[src/logic/sas_pkg.sv]
// constants, register map and types of the smoke alarm sequencer
`default_nettype none
package sas_pkg;
   // -----------------------------------------------------------------
   // clock and times
   // -----------------------------------------------------------------
   localparam int SAS_CLK_MHZ = 125;
   localparam int SAS_STANDBY_PERIOD_US = 1670000;
   localparam int SAS_ALARM_PERIOD_US = 41500;
   localparam int SAS_PULSE_US = 10500;
   // longer than half a 4 kHz test period, so a test clock never counts as held low
   localparam int SAS_HOLD_LOW_US = 1000;
   localparam int SAS_CNT_W = 28;
   localparam logic [SAS_CNT_W-1:0] SAS_STANDBY_CYC = SAS_CNT_W'(SAS_STANDBY_PERIOD_US * SAS_CLK_MHZ);
   localparam logic [SAS_CNT_W-1:0] SAS_ALARM_CYC = SAS_CNT_W'(SAS_ALARM_PERIOD_US * SAS_CLK_MHZ);
   localparam logic [SAS_CNT_W-1:0] SAS_PULSE_CYC = SAS_CNT_W'(SAS_PULSE_US * SAS_CLK_MHZ);
   localparam logic [SAS_CNT_W-1:0] SAS_HOLD_LOW_CYC = SAS_CNT_W'(SAS_HOLD_LOW_US * SAS_CLK_MHZ);
   // -----------------------------------------------------------------
   // schedule in oscillator periods
   // -----------------------------------------------------------------
   localparam logic [4:0] SAS_LED_PERIODS = 5'h18;
   localparam logic [4:0] SAS_LED_SLOT = 5'h00;
   localparam logic [4:0] SAS_CHIRP_SLOT = 5'h0c;
   localparam logic [6:0] SAS_CONT_ON = 7'h04;
   localparam logic [6:0] SAS_CONT_LEN = 7'h06;
   localparam logic [6:0] SAS_TMP_B1 = 7'h0c;
   localparam logic [6:0] SAS_TMP_B2 = 7'h18;
   localparam logic [6:0] SAS_TMP_B3 = 7'h24;
   localparam logic [6:0] SAS_TMP_B4 = 7'h30;
   localparam logic [6:0] SAS_TMP_B5 = 7'h3c;
   localparam logic [6:0] SAS_TMP_LEN = 7'h60;
   // -----------------------------------------------------------------
   // register map
   // -----------------------------------------------------------------
   localparam int SAS_ADDR_W = 12;
   localparam logic [SAS_ADDR_W-1:0] SAS_CTRL_OFS = 12'h000;
   localparam logic [SAS_ADDR_W-1:0] SAS_STATUS_OFS = 12'h004;
   localparam logic [SAS_ADDR_W-1:0] SAS_SCHED_OFS = 12'h008;
   localparam logic SAS_CTRL_RST = 1'h0;
   localparam int SAS_CTRL_EXTCLK_BIT = 0;
   localparam int SAS_ST_ALARM_BIT = 0;
   localparam int SAS_ST_LOWBATT_BIT = 1;
   localparam int SAS_ST_PULSE_BIT = 2;
   localparam int SAS_ST_HORN_BIT = 3;
   localparam int SAS_ST_HELDLOW_BIT = 4;
   localparam int SAS_SCHED_SLOT_LSB = 0;
   localparam int SAS_SCHED_POS_LSB = 8;
   // -----------------------------------------------------------------
   // types
   // -----------------------------------------------------------------
   typedef struct packed {
      logic led;
      logic lb_test;
      logic chirp;
      logic smoke_ok;
   } sas_pulse_t;
   typedef enum logic [1:0] {
      SAS_PS_IDLE = 2'h0,
      SAS_PS_ON = 2'h1,
      SAS_PS_END = 2'h3
   } sas_pstate_t;
endpackage
`default_nettype wire

[src/logic/sas_horn.sv]
// alarm horn pattern position counter
`default_nettype none
module sas_horn (
   input wire logic pclk,
   input wire logic presetn,
   input wire logic tick,
   input wire logic run,
   input wire logic temporal,
   output logic pattern_on,
   output logic cycle_end,
   output logic [6:0] pos
);
   logic [6:0] last;
   logic tmp_on;

   assign last = temporal ? sas_pkg::SAS_TMP_LEN - 1'b1 : sas_pkg::SAS_CONT_LEN - 1'b1;
   // three pulses separated by gaps, then the long off to the end of the group
   assign tmp_on = (pos < sas_pkg::SAS_TMP_B1) ||
                   (pos >= sas_pkg::SAS_TMP_B2 && pos < sas_pkg::SAS_TMP_B3) ||
                   (pos >= sas_pkg::SAS_TMP_B4 && pos < sas_pkg::SAS_TMP_B5);
   assign pattern_on = temporal ? tmp_on : (pos < sas_pkg::SAS_CONT_ON);
   // >= covers a select change in the middle of a long group
   assign cycle_end = run && (pos >= last);

   always_ff @(posedge pclk or negedge presetn) begin
      if (!presetn) begin
         pos <= '0;
      end else if (!run) begin
         pos <= '0;
      end else if (tick) begin
         pos <= (pos >= last) ? 7'h00 : pos + 1'b1;
      end
   end
endmodule
`default_nettype wire

[src/logic/sas_osc.sv]
// oscillator period tick, test clock input and held-low detection
`default_nettype none
module sas_osc #(
   parameter logic [sas_pkg::SAS_CNT_W-1:0] STANDBY_CYCLES = sas_pkg::SAS_STANDBY_CYC,
   parameter logic [sas_pkg::SAS_CNT_W-1:0] ALARM_CYCLES = sas_pkg::SAS_ALARM_CYC,
   parameter logic [sas_pkg::SAS_CNT_W-1:0] HOLD_LOW_CYCLES = sas_pkg::SAS_HOLD_LOW_CYC
) (
   input wire logic pclk,
   input wire logic presetn,
   input wire logic fast,
   input wire logic ext_sel,
   input wire logic cap_pin,
   output logic tick,
   output logic held_low
);
   logic [sas_pkg::SAS_CNT_W-1:0] cnt;
   logic [sas_pkg::SAS_CNT_W-1:0] low_cnt;
   logic [sas_pkg::SAS_CNT_W-1:0] lim;
   logic pin_q;
   logic wrap;

   assign lim = fast ? ALARM_CYCLES : STANDBY_CYCLES;
   // >= lets a switch to the short period take effect at once
   assign wrap = (cnt >= lim - 1'b1);

   always_ff @(posedge pclk or negedge presetn) begin
      if (!presetn) begin
         cnt <= '0;
      end else if (wrap) begin
         cnt <= '0;
      end else begin
         cnt <= cnt + 1'b1;
      end
   end

   always_ff @(posedge pclk or negedge presetn) begin
      if (!presetn) begin
         pin_q <= 1'b1;
         tick <= 1'b0;
      end else begin
         pin_q <= cap_pin;
         tick <= ext_sel ? (cap_pin & ~pin_q) : wrap;
      end
   end

   always_ff @(posedge pclk or negedge presetn) begin
      if (!presetn) begin
         low_cnt <= '0;
         held_low <= 1'b0;
      end else if (cap_pin) begin
         low_cnt <= '0;
         held_low <= 1'b0;
      end else begin
         if (low_cnt < HOLD_LOW_CYCLES) begin
            low_cnt <= low_cnt + 1'b1;
         end
         held_low <= (low_cnt >= HOLD_LOW_CYCLES - 1'b1);
      end
   end
endmodule
`default_nettype wire

[src/logic/sas_top.sv]
// smoke alarm sequencer: schedule, strobe pulse, latches, outputs and APB registers
`default_nettype none
module sas_top #(
   parameter logic [sas_pkg::SAS_CNT_W-1:0] STANDBY_CYCLES = sas_pkg::SAS_STANDBY_CYC,
   parameter logic [sas_pkg::SAS_CNT_W-1:0] ALARM_CYCLES = sas_pkg::SAS_ALARM_CYC,
   parameter logic [sas_pkg::SAS_CNT_W-1:0] PULSE_CYCLES = sas_pkg::SAS_PULSE_CYC,
   parameter logic [sas_pkg::SAS_CNT_W-1:0] HOLD_LOW_CYCLES = sas_pkg::SAS_HOLD_LOW_CYC
) (
   input wire logic pclk,
   input wire logic presetn,
   input wire logic psel,
   input wire logic penable,
   input wire logic pwrite,
   input wire logic [sas_pkg::SAS_ADDR_W-1:0] paddr,
   input wire logic [31:0] pwdata,
   output logic [31:0] prdata,
   output logic pready,
   output logic pslverr,
   input wire logic osc_timing_cap_pin,
   input wire logic horn_pattern_sel,
   input wire logic smoke_comp_in,
   input wire logic low_batt_comp_in,
   output logic detect_power,
   output logic led_drive,
   output logic horn_drive,
   output logic hysteresis_en,
   output logic smoke_setpoint_isolate
);
   // -----------------------------------------------------------------
   // declarations
   // -----------------------------------------------------------------
   logic ext_clk_sel;
   logic tick;
   logic tick_q;
   logic held_low;
   logic alarm;
   logic low_batt;
   logic [4:0] slot;
   logic pattern_on;
   logic cycle_end;
   logic [6:0] horn_pos;
   sas_pkg::sas_pstate_t pstate;
   sas_pkg::sas_pstate_t next_pstate;
   sas_pkg::sas_pulse_t flags;
   sas_pkg::sas_pulse_t next_flags;
   logic [sas_pkg::SAS_CNT_W-1:0] pulse_cnt;
   logic pulse_on;
   logic pulse_last;
   logic launch;
   logic setup;
   logic access;
   logic [31:0] rd_word;
   logic rd_err;

   // -----------------------------------------------------------------
   // address decode
   // -----------------------------------------------------------------
   function automatic logic reg_hit(input logic [sas_pkg::SAS_ADDR_W-1:0] a,
                                    input logic [sas_pkg::SAS_ADDR_W-1:0] ofs);
      reg_hit = (a == ofs);
   endfunction

   function automatic logic mapped(input logic [sas_pkg::SAS_ADDR_W-1:0] a);
      mapped = reg_hit(a, sas_pkg::SAS_CTRL_OFS) ||
               reg_hit(a, sas_pkg::SAS_STATUS_OFS) ||
               reg_hit(a, sas_pkg::SAS_SCHED_OFS);
   endfunction

   // -----------------------------------------------------------------
   // oscillator and horn pattern
   // -----------------------------------------------------------------
   sas_osc #(
      .STANDBY_CYCLES(STANDBY_CYCLES),
      .ALARM_CYCLES(ALARM_CYCLES),
      .HOLD_LOW_CYCLES(HOLD_LOW_CYCLES)
   ) i_sas_osc (
      .pclk(pclk),
      .presetn(presetn),
      .fast(alarm),
      .ext_sel(ext_clk_sel),
      .cap_pin(osc_timing_cap_pin),
      .tick(tick),
      .held_low(held_low)
   );

   sas_horn i_sas_horn (
      .pclk(pclk),
      .presetn(presetn),
      .tick(tick),
      .run(alarm),
      .temporal(horn_pattern_sel),
      .pattern_on(pattern_on),
      .cycle_end(cycle_end),
      .pos(horn_pos)
   );

   // -----------------------------------------------------------------
   // period schedule
   // -----------------------------------------------------------------
   // the same slot count gives 40 s in standby and about 1 s in alarm
   always_ff @(posedge pclk or negedge presetn) begin
      if (!presetn) begin
         slot <= '0;
      end else if (tick) begin
         slot <= (slot >= sas_pkg::SAS_LED_PERIODS - 1'b1) ? 5'h00 : slot + 1'b1;
      end
   end

   // pulse starts one cycle after the tick so slot and horn position are already updated
   always_ff @(posedge pclk or negedge presetn) begin
      if (!presetn) begin
         tick_q <= 1'b0;
      end else begin
         tick_q <= tick;
      end
   end

   // -----------------------------------------------------------------
   // strobe pulse sequencer
   // -----------------------------------------------------------------
   assign pulse_on = (pstate == sas_pkg::SAS_PS_ON);
   assign pulse_last = pulse_on && (pulse_cnt <= 1);
   // a tick that lands inside a running pulse only advances the counters
   assign launch = tick_q && (pstate == sas_pkg::SAS_PS_IDLE);

   always_comb begin
      next_flags.led = (slot == sas_pkg::SAS_LED_SLOT);
      next_flags.lb_test = next_flags.led && !alarm;
      next_flags.chirp = (slot == sas_pkg::SAS_CHIRP_SLOT) && low_batt && !alarm;
      // alarm sampling waits for the final off period of the horn cycle
      next_flags.smoke_ok = !next_flags.lb_test && !next_flags.chirp &&
                            (!alarm || cycle_end);
   end

   always_comb begin
      next_pstate = pstate;
      case (pstate)
         sas_pkg::SAS_PS_IDLE: begin
            if (launch) begin
               next_pstate = sas_pkg::SAS_PS_ON;
            end
         end
         sas_pkg::SAS_PS_ON: begin
            if (pulse_last) begin
               next_pstate = sas_pkg::SAS_PS_END;
            end
         end
         sas_pkg::SAS_PS_END: begin
            next_pstate = sas_pkg::SAS_PS_IDLE;
         end
         default: begin
            next_pstate = sas_pkg::SAS_PS_IDLE;
         end
      endcase
   end

   always_ff @(posedge pclk or negedge presetn) begin
      if (!presetn) begin
         pstate <= sas_pkg::SAS_PS_IDLE;
      end else begin
         pstate <= next_pstate;
      end
   end

   // width is counted in pclk cycles, so a fast test clock keeps the full strobe width
   always_ff @(posedge pclk or negedge presetn) begin
      if (!presetn) begin
         pulse_cnt <= '0;
         flags <= '0;
      end else if (launch) begin
         pulse_cnt <= PULSE_CYCLES;
         flags <= next_flags;
      end else if (pulse_on && pulse_cnt != 0) begin
         pulse_cnt <= pulse_cnt - 1'b1;
      end
   end

   // -----------------------------------------------------------------
   // comparator latches
   // -----------------------------------------------------------------
   always_ff @(posedge pclk or negedge presetn) begin
      if (!presetn) begin
         alarm <= 1'b0;
      end else if (pulse_last && flags.smoke_ok) begin
         alarm <= smoke_comp_in;
      end
   end

   // sampled in the last cycle of the LED pulse, while the battery still carries the load
   always_ff @(posedge pclk or negedge presetn) begin
      if (!presetn) begin
         low_batt <= 1'b0;
      end else if (pulse_last && flags.lb_test) begin
         low_batt <= low_batt_comp_in;
      end
   end

   // -----------------------------------------------------------------
   // driver outputs
   // -----------------------------------------------------------------
   always_ff @(posedge pclk or negedge presetn) begin
      if (!presetn) begin
         detect_power <= 1'b0;
         led_drive <= 1'b0;
         horn_drive <= 1'b0;
         hysteresis_en <= 1'b0;
         smoke_setpoint_isolate <= 1'b0;
      end else begin
         detect_power <= (next_pstate == sas_pkg::SAS_PS_ON) || held_low;
         led_drive <= (next_pstate == sas_pkg::SAS_PS_ON) &&
                      (launch ? next_flags.led : flags.led);
         smoke_setpoint_isolate <= (next_pstate == sas_pkg::SAS_PS_ON) &&
                                   (launch ? next_flags.lb_test : flags.lb_test);
         if (alarm) begin
            horn_drive <= pattern_on;
         end else begin
            horn_drive <= (next_pstate == sas_pkg::SAS_PS_ON) &&
                          (launch ? next_flags.chirp : flags.chirp);
         end
         hysteresis_en <= alarm;
      end
   end

   // -----------------------------------------------------------------
   // APB slave
   // -----------------------------------------------------------------
   // zero wait states: every access phase completes in its first cycle
   assign pready = 1'b1;
   assign setup = psel && !penable;
   assign access = psel && penable;

   always_ff @(posedge pclk or negedge presetn) begin
      if (!presetn) begin
         ext_clk_sel <= sas_pkg::SAS_CTRL_RST;
      end else if (access && pwrite && reg_hit(paddr, sas_pkg::SAS_CTRL_OFS)) begin
         ext_clk_sel <= pwdata[sas_pkg::SAS_CTRL_EXTCLK_BIT];
      end
   end

   always_comb begin
      rd_word = '0;
      if (reg_hit(paddr, sas_pkg::SAS_CTRL_OFS)) begin
         rd_word[sas_pkg::SAS_CTRL_EXTCLK_BIT] = ext_clk_sel;
      end else if (reg_hit(paddr, sas_pkg::SAS_STATUS_OFS)) begin
         rd_word[sas_pkg::SAS_ST_ALARM_BIT] = alarm;
         rd_word[sas_pkg::SAS_ST_LOWBATT_BIT] = low_batt;
         rd_word[sas_pkg::SAS_ST_PULSE_BIT] = pulse_on;
         rd_word[sas_pkg::SAS_ST_HORN_BIT] = horn_drive;
         rd_word[sas_pkg::SAS_ST_HELDLOW_BIT] = held_low;
      end else if (reg_hit(paddr, sas_pkg::SAS_SCHED_OFS)) begin
         rd_word[sas_pkg::SAS_SCHED_SLOT_LSB +: 5] = slot;
         rd_word[sas_pkg::SAS_SCHED_POS_LSB +: 7] = horn_pos;
      end
   end

   // read data and error are captured in the setup cycle and held through access
   always_ff @(posedge pclk or negedge presetn) begin
      if (!presetn) begin
         prdata <= '0;
         rd_err <= 1'b0;
      end else if (setup) begin
         prdata <= pwrite ? 32'h0000_0000 : rd_word;
         rd_err <= !mapped(paddr);
      end
   end

   assign pslverr = access && rd_err;
endmodule
`default_nettype wire

[config.mk]
export PLATFORM = sky130hd
export DESIGN_NAME = sas_top
export DESIGN_NICKNAME = d
export VERILOG_FILES = /design/src/logic/sas_pkg.sv /design/src/logic/sas_horn.sv /design/src/logic/sas_osc.sv /design/src/logic/sas_top.sv
export SDC_FILE = /design/constraint.sdc
export NUM_CORES = 1
export LEC_CHECK = 0
export BUFFER_PORTS_ARGS = -buffer_cell sky130_fd_sc_hd__buf_2
export CORE_MARGIN = 4
export CORE_UTILIZATION = 35
export CTS_CLUSTER_DIAMETER = 40
export DETAILED_ROUTE_END_ITERATION = 8
export GPL_TIMING_DRIVEN = 0
export SLEW_MARGIN = 20
export SYNTH_ARGS = -nofsm -noshare
export SYNTH_HDL_FRONTEND = slang
export SYNTH_SLANG_ARGS = --single-unit
[constraint.sdc]
create_clock -name pclk -period 5 [get_ports pclk]
set_input_delay 1.5 -clock pclk [delete_from_list [all_inputs] [get_ports pclk]]
set_output_delay 1.5 -clock pclk [all_outputs]
set_load 0.05 [all_outputs]
# Word level (Yosys, flattened, before mapping)
# Index checks and enable logic that the tools add are counted.
[op_classes]
n_addsub = 6
magnitude_cmp = 12
eq_ne = 6
muxes = 29
bitwise_logic = 2
n_reduce_logical = 38
[op_table]
columns = ["operator", "count"]
rows = [
  ["$mux 28", 6],
  ["$add 28x1->28 const B", 2],
  ["$sub 28x1->28 const B", 2],
  ["$mux 7", 7],
  ["$ge 28x17->1 const B", 1],
  ["$ge 28x28->1", 1],
  ["$le 28x1->1 const B", 1],
  ["$lt 28x17->1 const B", 1],
  ["$reduce_bool 28->1", 1],
  ["$logic_and 1x1->1", 21],
  ["$mux 15", 1],
  ["$mux 5", 3],
  ["$lt 7x6->1 const B", 2],
  ["$eq 12x3->1 const B", 1],
  ["$eq 12x4->1 const B", 1],
  ["$logic_not 12->1", 1],
  ["$mux 1", 8],
  ["$add 7x1->7 const B", 1],
  ["$ge 7x5->1 const B", 1],
  ["$ge 7x6->1 const B", 1],
  ["$ge 7x7->1", 1],
  ["$lt 7x3->1 const B", 1],
  ["$lt 7x4->1 const B", 1],
  ["$logic_or 1x1->1", 6],
  ["other kinds (14)", 21],
]
[word_totals]
ff_bits = 147
input_bits = 53
output_inout_bits = 39
wordCells = 117

# Depth between registers and ports, before layout
[depth]
depth_word = 7
mapped_depth = 10
ltp_nobuf = 7

# By module
# Synthesis repeated with hierarchy kept, for this count alone.
[hier_totals]
cells_unflattened = 686
area_unflattened_um2 = 6836.6
[modules_own_cells]
columns = ["mod", "n_inst", "cells_per_inst", "area_per_inst_um2", "seq_area_each_um2"]
rows = [
  ["sas_top", 1, 320, 3199.3, 1526.5],
  ["sas_osc", 1, 303, 3034.2, 1477.7],
  ["sas_horn", 1, 63, 603.1, 175.2],
]

# Worst setup path after synthesis
# No wires, ideal clock.
[synth_path]
path_kind = "input to output"
startpoint = "in penable"
endpoint = "out pslverr"
arrival_time_ns = 1.944
t_required_ns = 3.500
slack_ns = 1.556
path_stages = 1
n_path_buf = 0
cell_sequence = "and3_1"
[synth_via]
elab_chain_cells = 2
[synth_rtl]
columns = ["item", "line", "text"]
rows = [
  ["start: declaration", "sas_top.sv:12", "input wire logic penable,"],
  ["$logic_and 1x1->1", "sas_top.sv:230", "assign access = psel && penable;"],
  ["$logic_and 1x1->1", "sas_top.sv:267", "assign pslverr = access && rd_err;"],
  ["end: declaration", "sas_top.sv:18", "output logic pslverr,"],
]
# Every way passes these cells.

# Worst setup path in the final report
# Ends and elaborated chain as after synthesis.

==> summary.txt <==
Yosys
  – Synth Cell Area: 6660 um^2
  – Synth unique cells: 71
  – EDFF count, synth: 0
  – Mapped Avg Cell Area: 9.96 um^2
  – Yosys reg bits: 127
  – Post-synth ARST share: 100%
  – Yosys warns: 0
  – Post-synth top flop: dfrtp_1
  – Cells after synthesis: 669
  – Register area share after synthesis: 47.7%

Finish
  – Area Growth Syn to Fin: 19.0%
  – # fillers: 1792
  – Share of post-route cells with drive strength above 1: 16.8%
  – Area of the multi-input gates: 3220 um^2
  – Storage cell area: 3180 um^2
  – Layout Nets: 823
  – Antenna diodes: 0

STA
  – Worst-Margin Slew: 870 ps
  – Final-report hold violation count: 0
  – Fin crit period: 3480 ps
  – Tcrit/Tclk final: 69.7%
  – Count of final setup violators: 0
  – Slew Limit Fails: 0
  – Fmax: 287 MHz
  – Setup TNS: 0 ps
  – Clk_skew: 15.5 ps
  – RSZ-0062 raised after global routing: false
  – Rel. slew slack: 41.8%

Global routing
  – Number of global-route vias before repair: 4940
  – Total GRT Usage: 14.0%
  – Largest net degree at the start of global routing: 76
  – Grt total ovfl: 0
  – First-pass GRT wire length: 24500 um
  – Initial antenna violation count: 0

Clock network
  – Postcts setup bufs: 0
  – Post-cts sizing count: 0
  – CTS max path bufs: 2
  – Clk sink count: 127
  – H-Tree Depth: 4
  – Clock transition at path regs: 60 ps
  – CTS tree: done
  – CTS Hold Bufs: 0
  – CTS buffer count: 17
  – Skew-Pair Late Insertion Delay: 420 ps
  – Root Buffer: clkbuf_16

Drt
  – Wire per inst: 14.3 um
  – Final WL: 14300 um
  – Met3 wire len: 471 um
  – Drt pass-1 iters: 5
  – Met2 routed wirelength: 6570 um
  – Routed Antenna Nets: 0
  – Top sig layer: met4
  – # DRC: 0
  – Vias per cell: 5.12
  – Initial DRC count: 197
  – Routed via count: 5090
  – Met1 WL: 7040 um

Setup path
  – Required time worst endpoint: 3500 ps
  – Worst Path Arrival: 1980 ps
  – Crit Path Category: in2out
  – Critical Path Source Type: input port
  – R2R Setup Slk: 1520 ps
  – Worst-case reg-to-reg path depth: 10
  – Worst setup EP type: output pin
  – Worst reg2reg startpoint: alarm$_DFFE_PN0P_
  – CP Max Fanout: 3
  – Reg2Reg Capture Point: i_sas_osc.cnt[24]$_DFF_PN0_

Place
  – GP Congestion: 0.770
  – Buffers added on ports: 39
  – DPL Wire Length: 10000 um

Power and ir drop
  – Pwr/cell area: 451 nW/um^2
  – Worst VDD drop: 0.222 mV
  – Leakage: 0.00364 uW
  – Final Power: 3580 uW

Die
  – Die Height: 146 um
  – Initial core utilization: 35.6%
  – Die area: 21300 um^2
  – Core area: 18700 um^2
  – IO Pins: 92
  – Core Rows: 50
  – Die width: 146 um

Hold path
  – Hold Path End: tick_q$_DFF_PN0_
  – Hold WC Path Type: reg2reg
  – Cell depth of the worst hold path: 0
  – Hold Startpoint: i_sas_osc.tick$_DFF_PN0_

Run status
  – Status: completed

Flow run
  – Maxcap violations: 0
report_power, final:
part,switching (uW),internal [uW]
clock network,466,914
logic,619,339
registers,118,1120
registers in the layout, summed over array words and instances, names as in the netlist, 2 cells and up:
signal	count
i_sas_osc.cnt	28
pulse_cnt	28
i_sas_horn.pos	7
flags	4
pstate	2
i_sas_osc.low_cnt	28
prdata	12
slot	5
cells by family (layout without fill, tap and decap cells):
family	after synthesis	count (layout)	share of synthesized area [%]
XOR/XNOR	40	40	5.26
adder cells (fa/ha/maj)	23	23	4.32
AO/OA/AOI/OAI	126	126	13.4
multiplexers	9	9	1.43
flip-flops	127	127	47.7
AND/OR/NAND/NOR	280	280	22.7
other	2	21	0.113
buffers and inverters	62	134	5.07
critical path, stage by stage:
cell	delay, ps
buf_2	90
and3_1	140
buf_2	250
worst max path at each step:
stage	startpoint	end	slack, ps	depth (start not counted)
3_3_place_gp	presetn	i_sas_osc.low_cnt[4]$_DFFE_PN0P_	670	1
4_1_cts	alarm$_DFFE_PN0P_	i_sas_osc.cnt[24]$_DFF_PN0_	1410	10
6_report	penable	pslverr	1520	3
5_1_grt	alarm$_DFFE_PN0P_	i_sas_osc.cnt[21]$_DFF_PN0_	1110	10
2_1_floorplan	penable	pslverr	1560	1
3_5_place_dp	alarm$_DFFE_PN0P_	i_sas_osc.cnt[21]$_DFF_PN0_	1420	10
layout by cell type, fill, tap and decap left out, types with 15 or more instances in the layout:
master	count
a21oi_1	20
buf_2	39
buf_4	21
clkbuf_1	21
clkbuf_16	17
conb_1	21
dfrtp_1	126
ha_1	23
inv_1	16
nand2_1	53
nand3_1	37
nand4_1	20
nor2_1	62
nor2b_1	17
o21ai_0	27
o31ai_1	15
xnor2_1	18
xor2_1	22
synth_stat cells (8+ instances only):
master | instances | area [um^2]
o21ai_0 | 27 | 135
nor2_1 | 62 | 233
a211oi_1 | 8 | 60.1
ha_1 | 23 | 288
nand2_1 | 53 | 199
inv_1 | 16 | 60.1
nand3_1 | 37 | 185
xor2_1 | 22 | 193
o211ai_1 | 8 | 60.1
nor3_1 | 9 | 45.0
buf_4 | 21 | 158
nor2b_1 | 17 | 106
nand2b_1 | 9 | 56.3
dfrtp_1 | 126 | 3150
o31ai_1 | 15 | 113
nor4_1 | 13 | 81.3
clkbuf_1 | 20 | 75.1
a21oi_1 | 20 | 100
xnor2_1 | 18 | 158
nand4_1 | 20 | 125
and3_1 | 11 | 68.8
stage by stage:
stage | hold WS [ps] | instances | cell area, um^2 | utilization (%) | worst slack [ps]
4_1_cts | 427 | 994 | 7930 | 42.4 | 1410
2_1_floorplan | 372 | 688 | 6730 | - | 1560
3_3_place_gp | 415 | 961 | 7220 | 38.6 | 667
3_5_place_dp | 414 | 962 | 7270 | 38.8 | 1420
6_report | 424 | 994 | 7930 | 42.4 | 1520
5_1_grt | 435 | 994 | 7930 | 42.4 | 1110
final cells by class:
class	count	area share, %
clock buffers	20	5.76
well taps	234	3.69
plain buffers	46	3.50
multi-input cells	499	40.7
repair buffers	40	2.94
inverters	16	0.758
flip-flops and latches	127	40.1
clock inverters	12	2.57
routing by layer:
metal  vias to the layer above  track usage (%)
met5                         -                0
met4                         0             5.03
met3                        16             3.77
met2                        75             21.6
met1                      2449             18.9
li1                       2550                -
No activity file was read; power rests on OpenSTA's default activity.
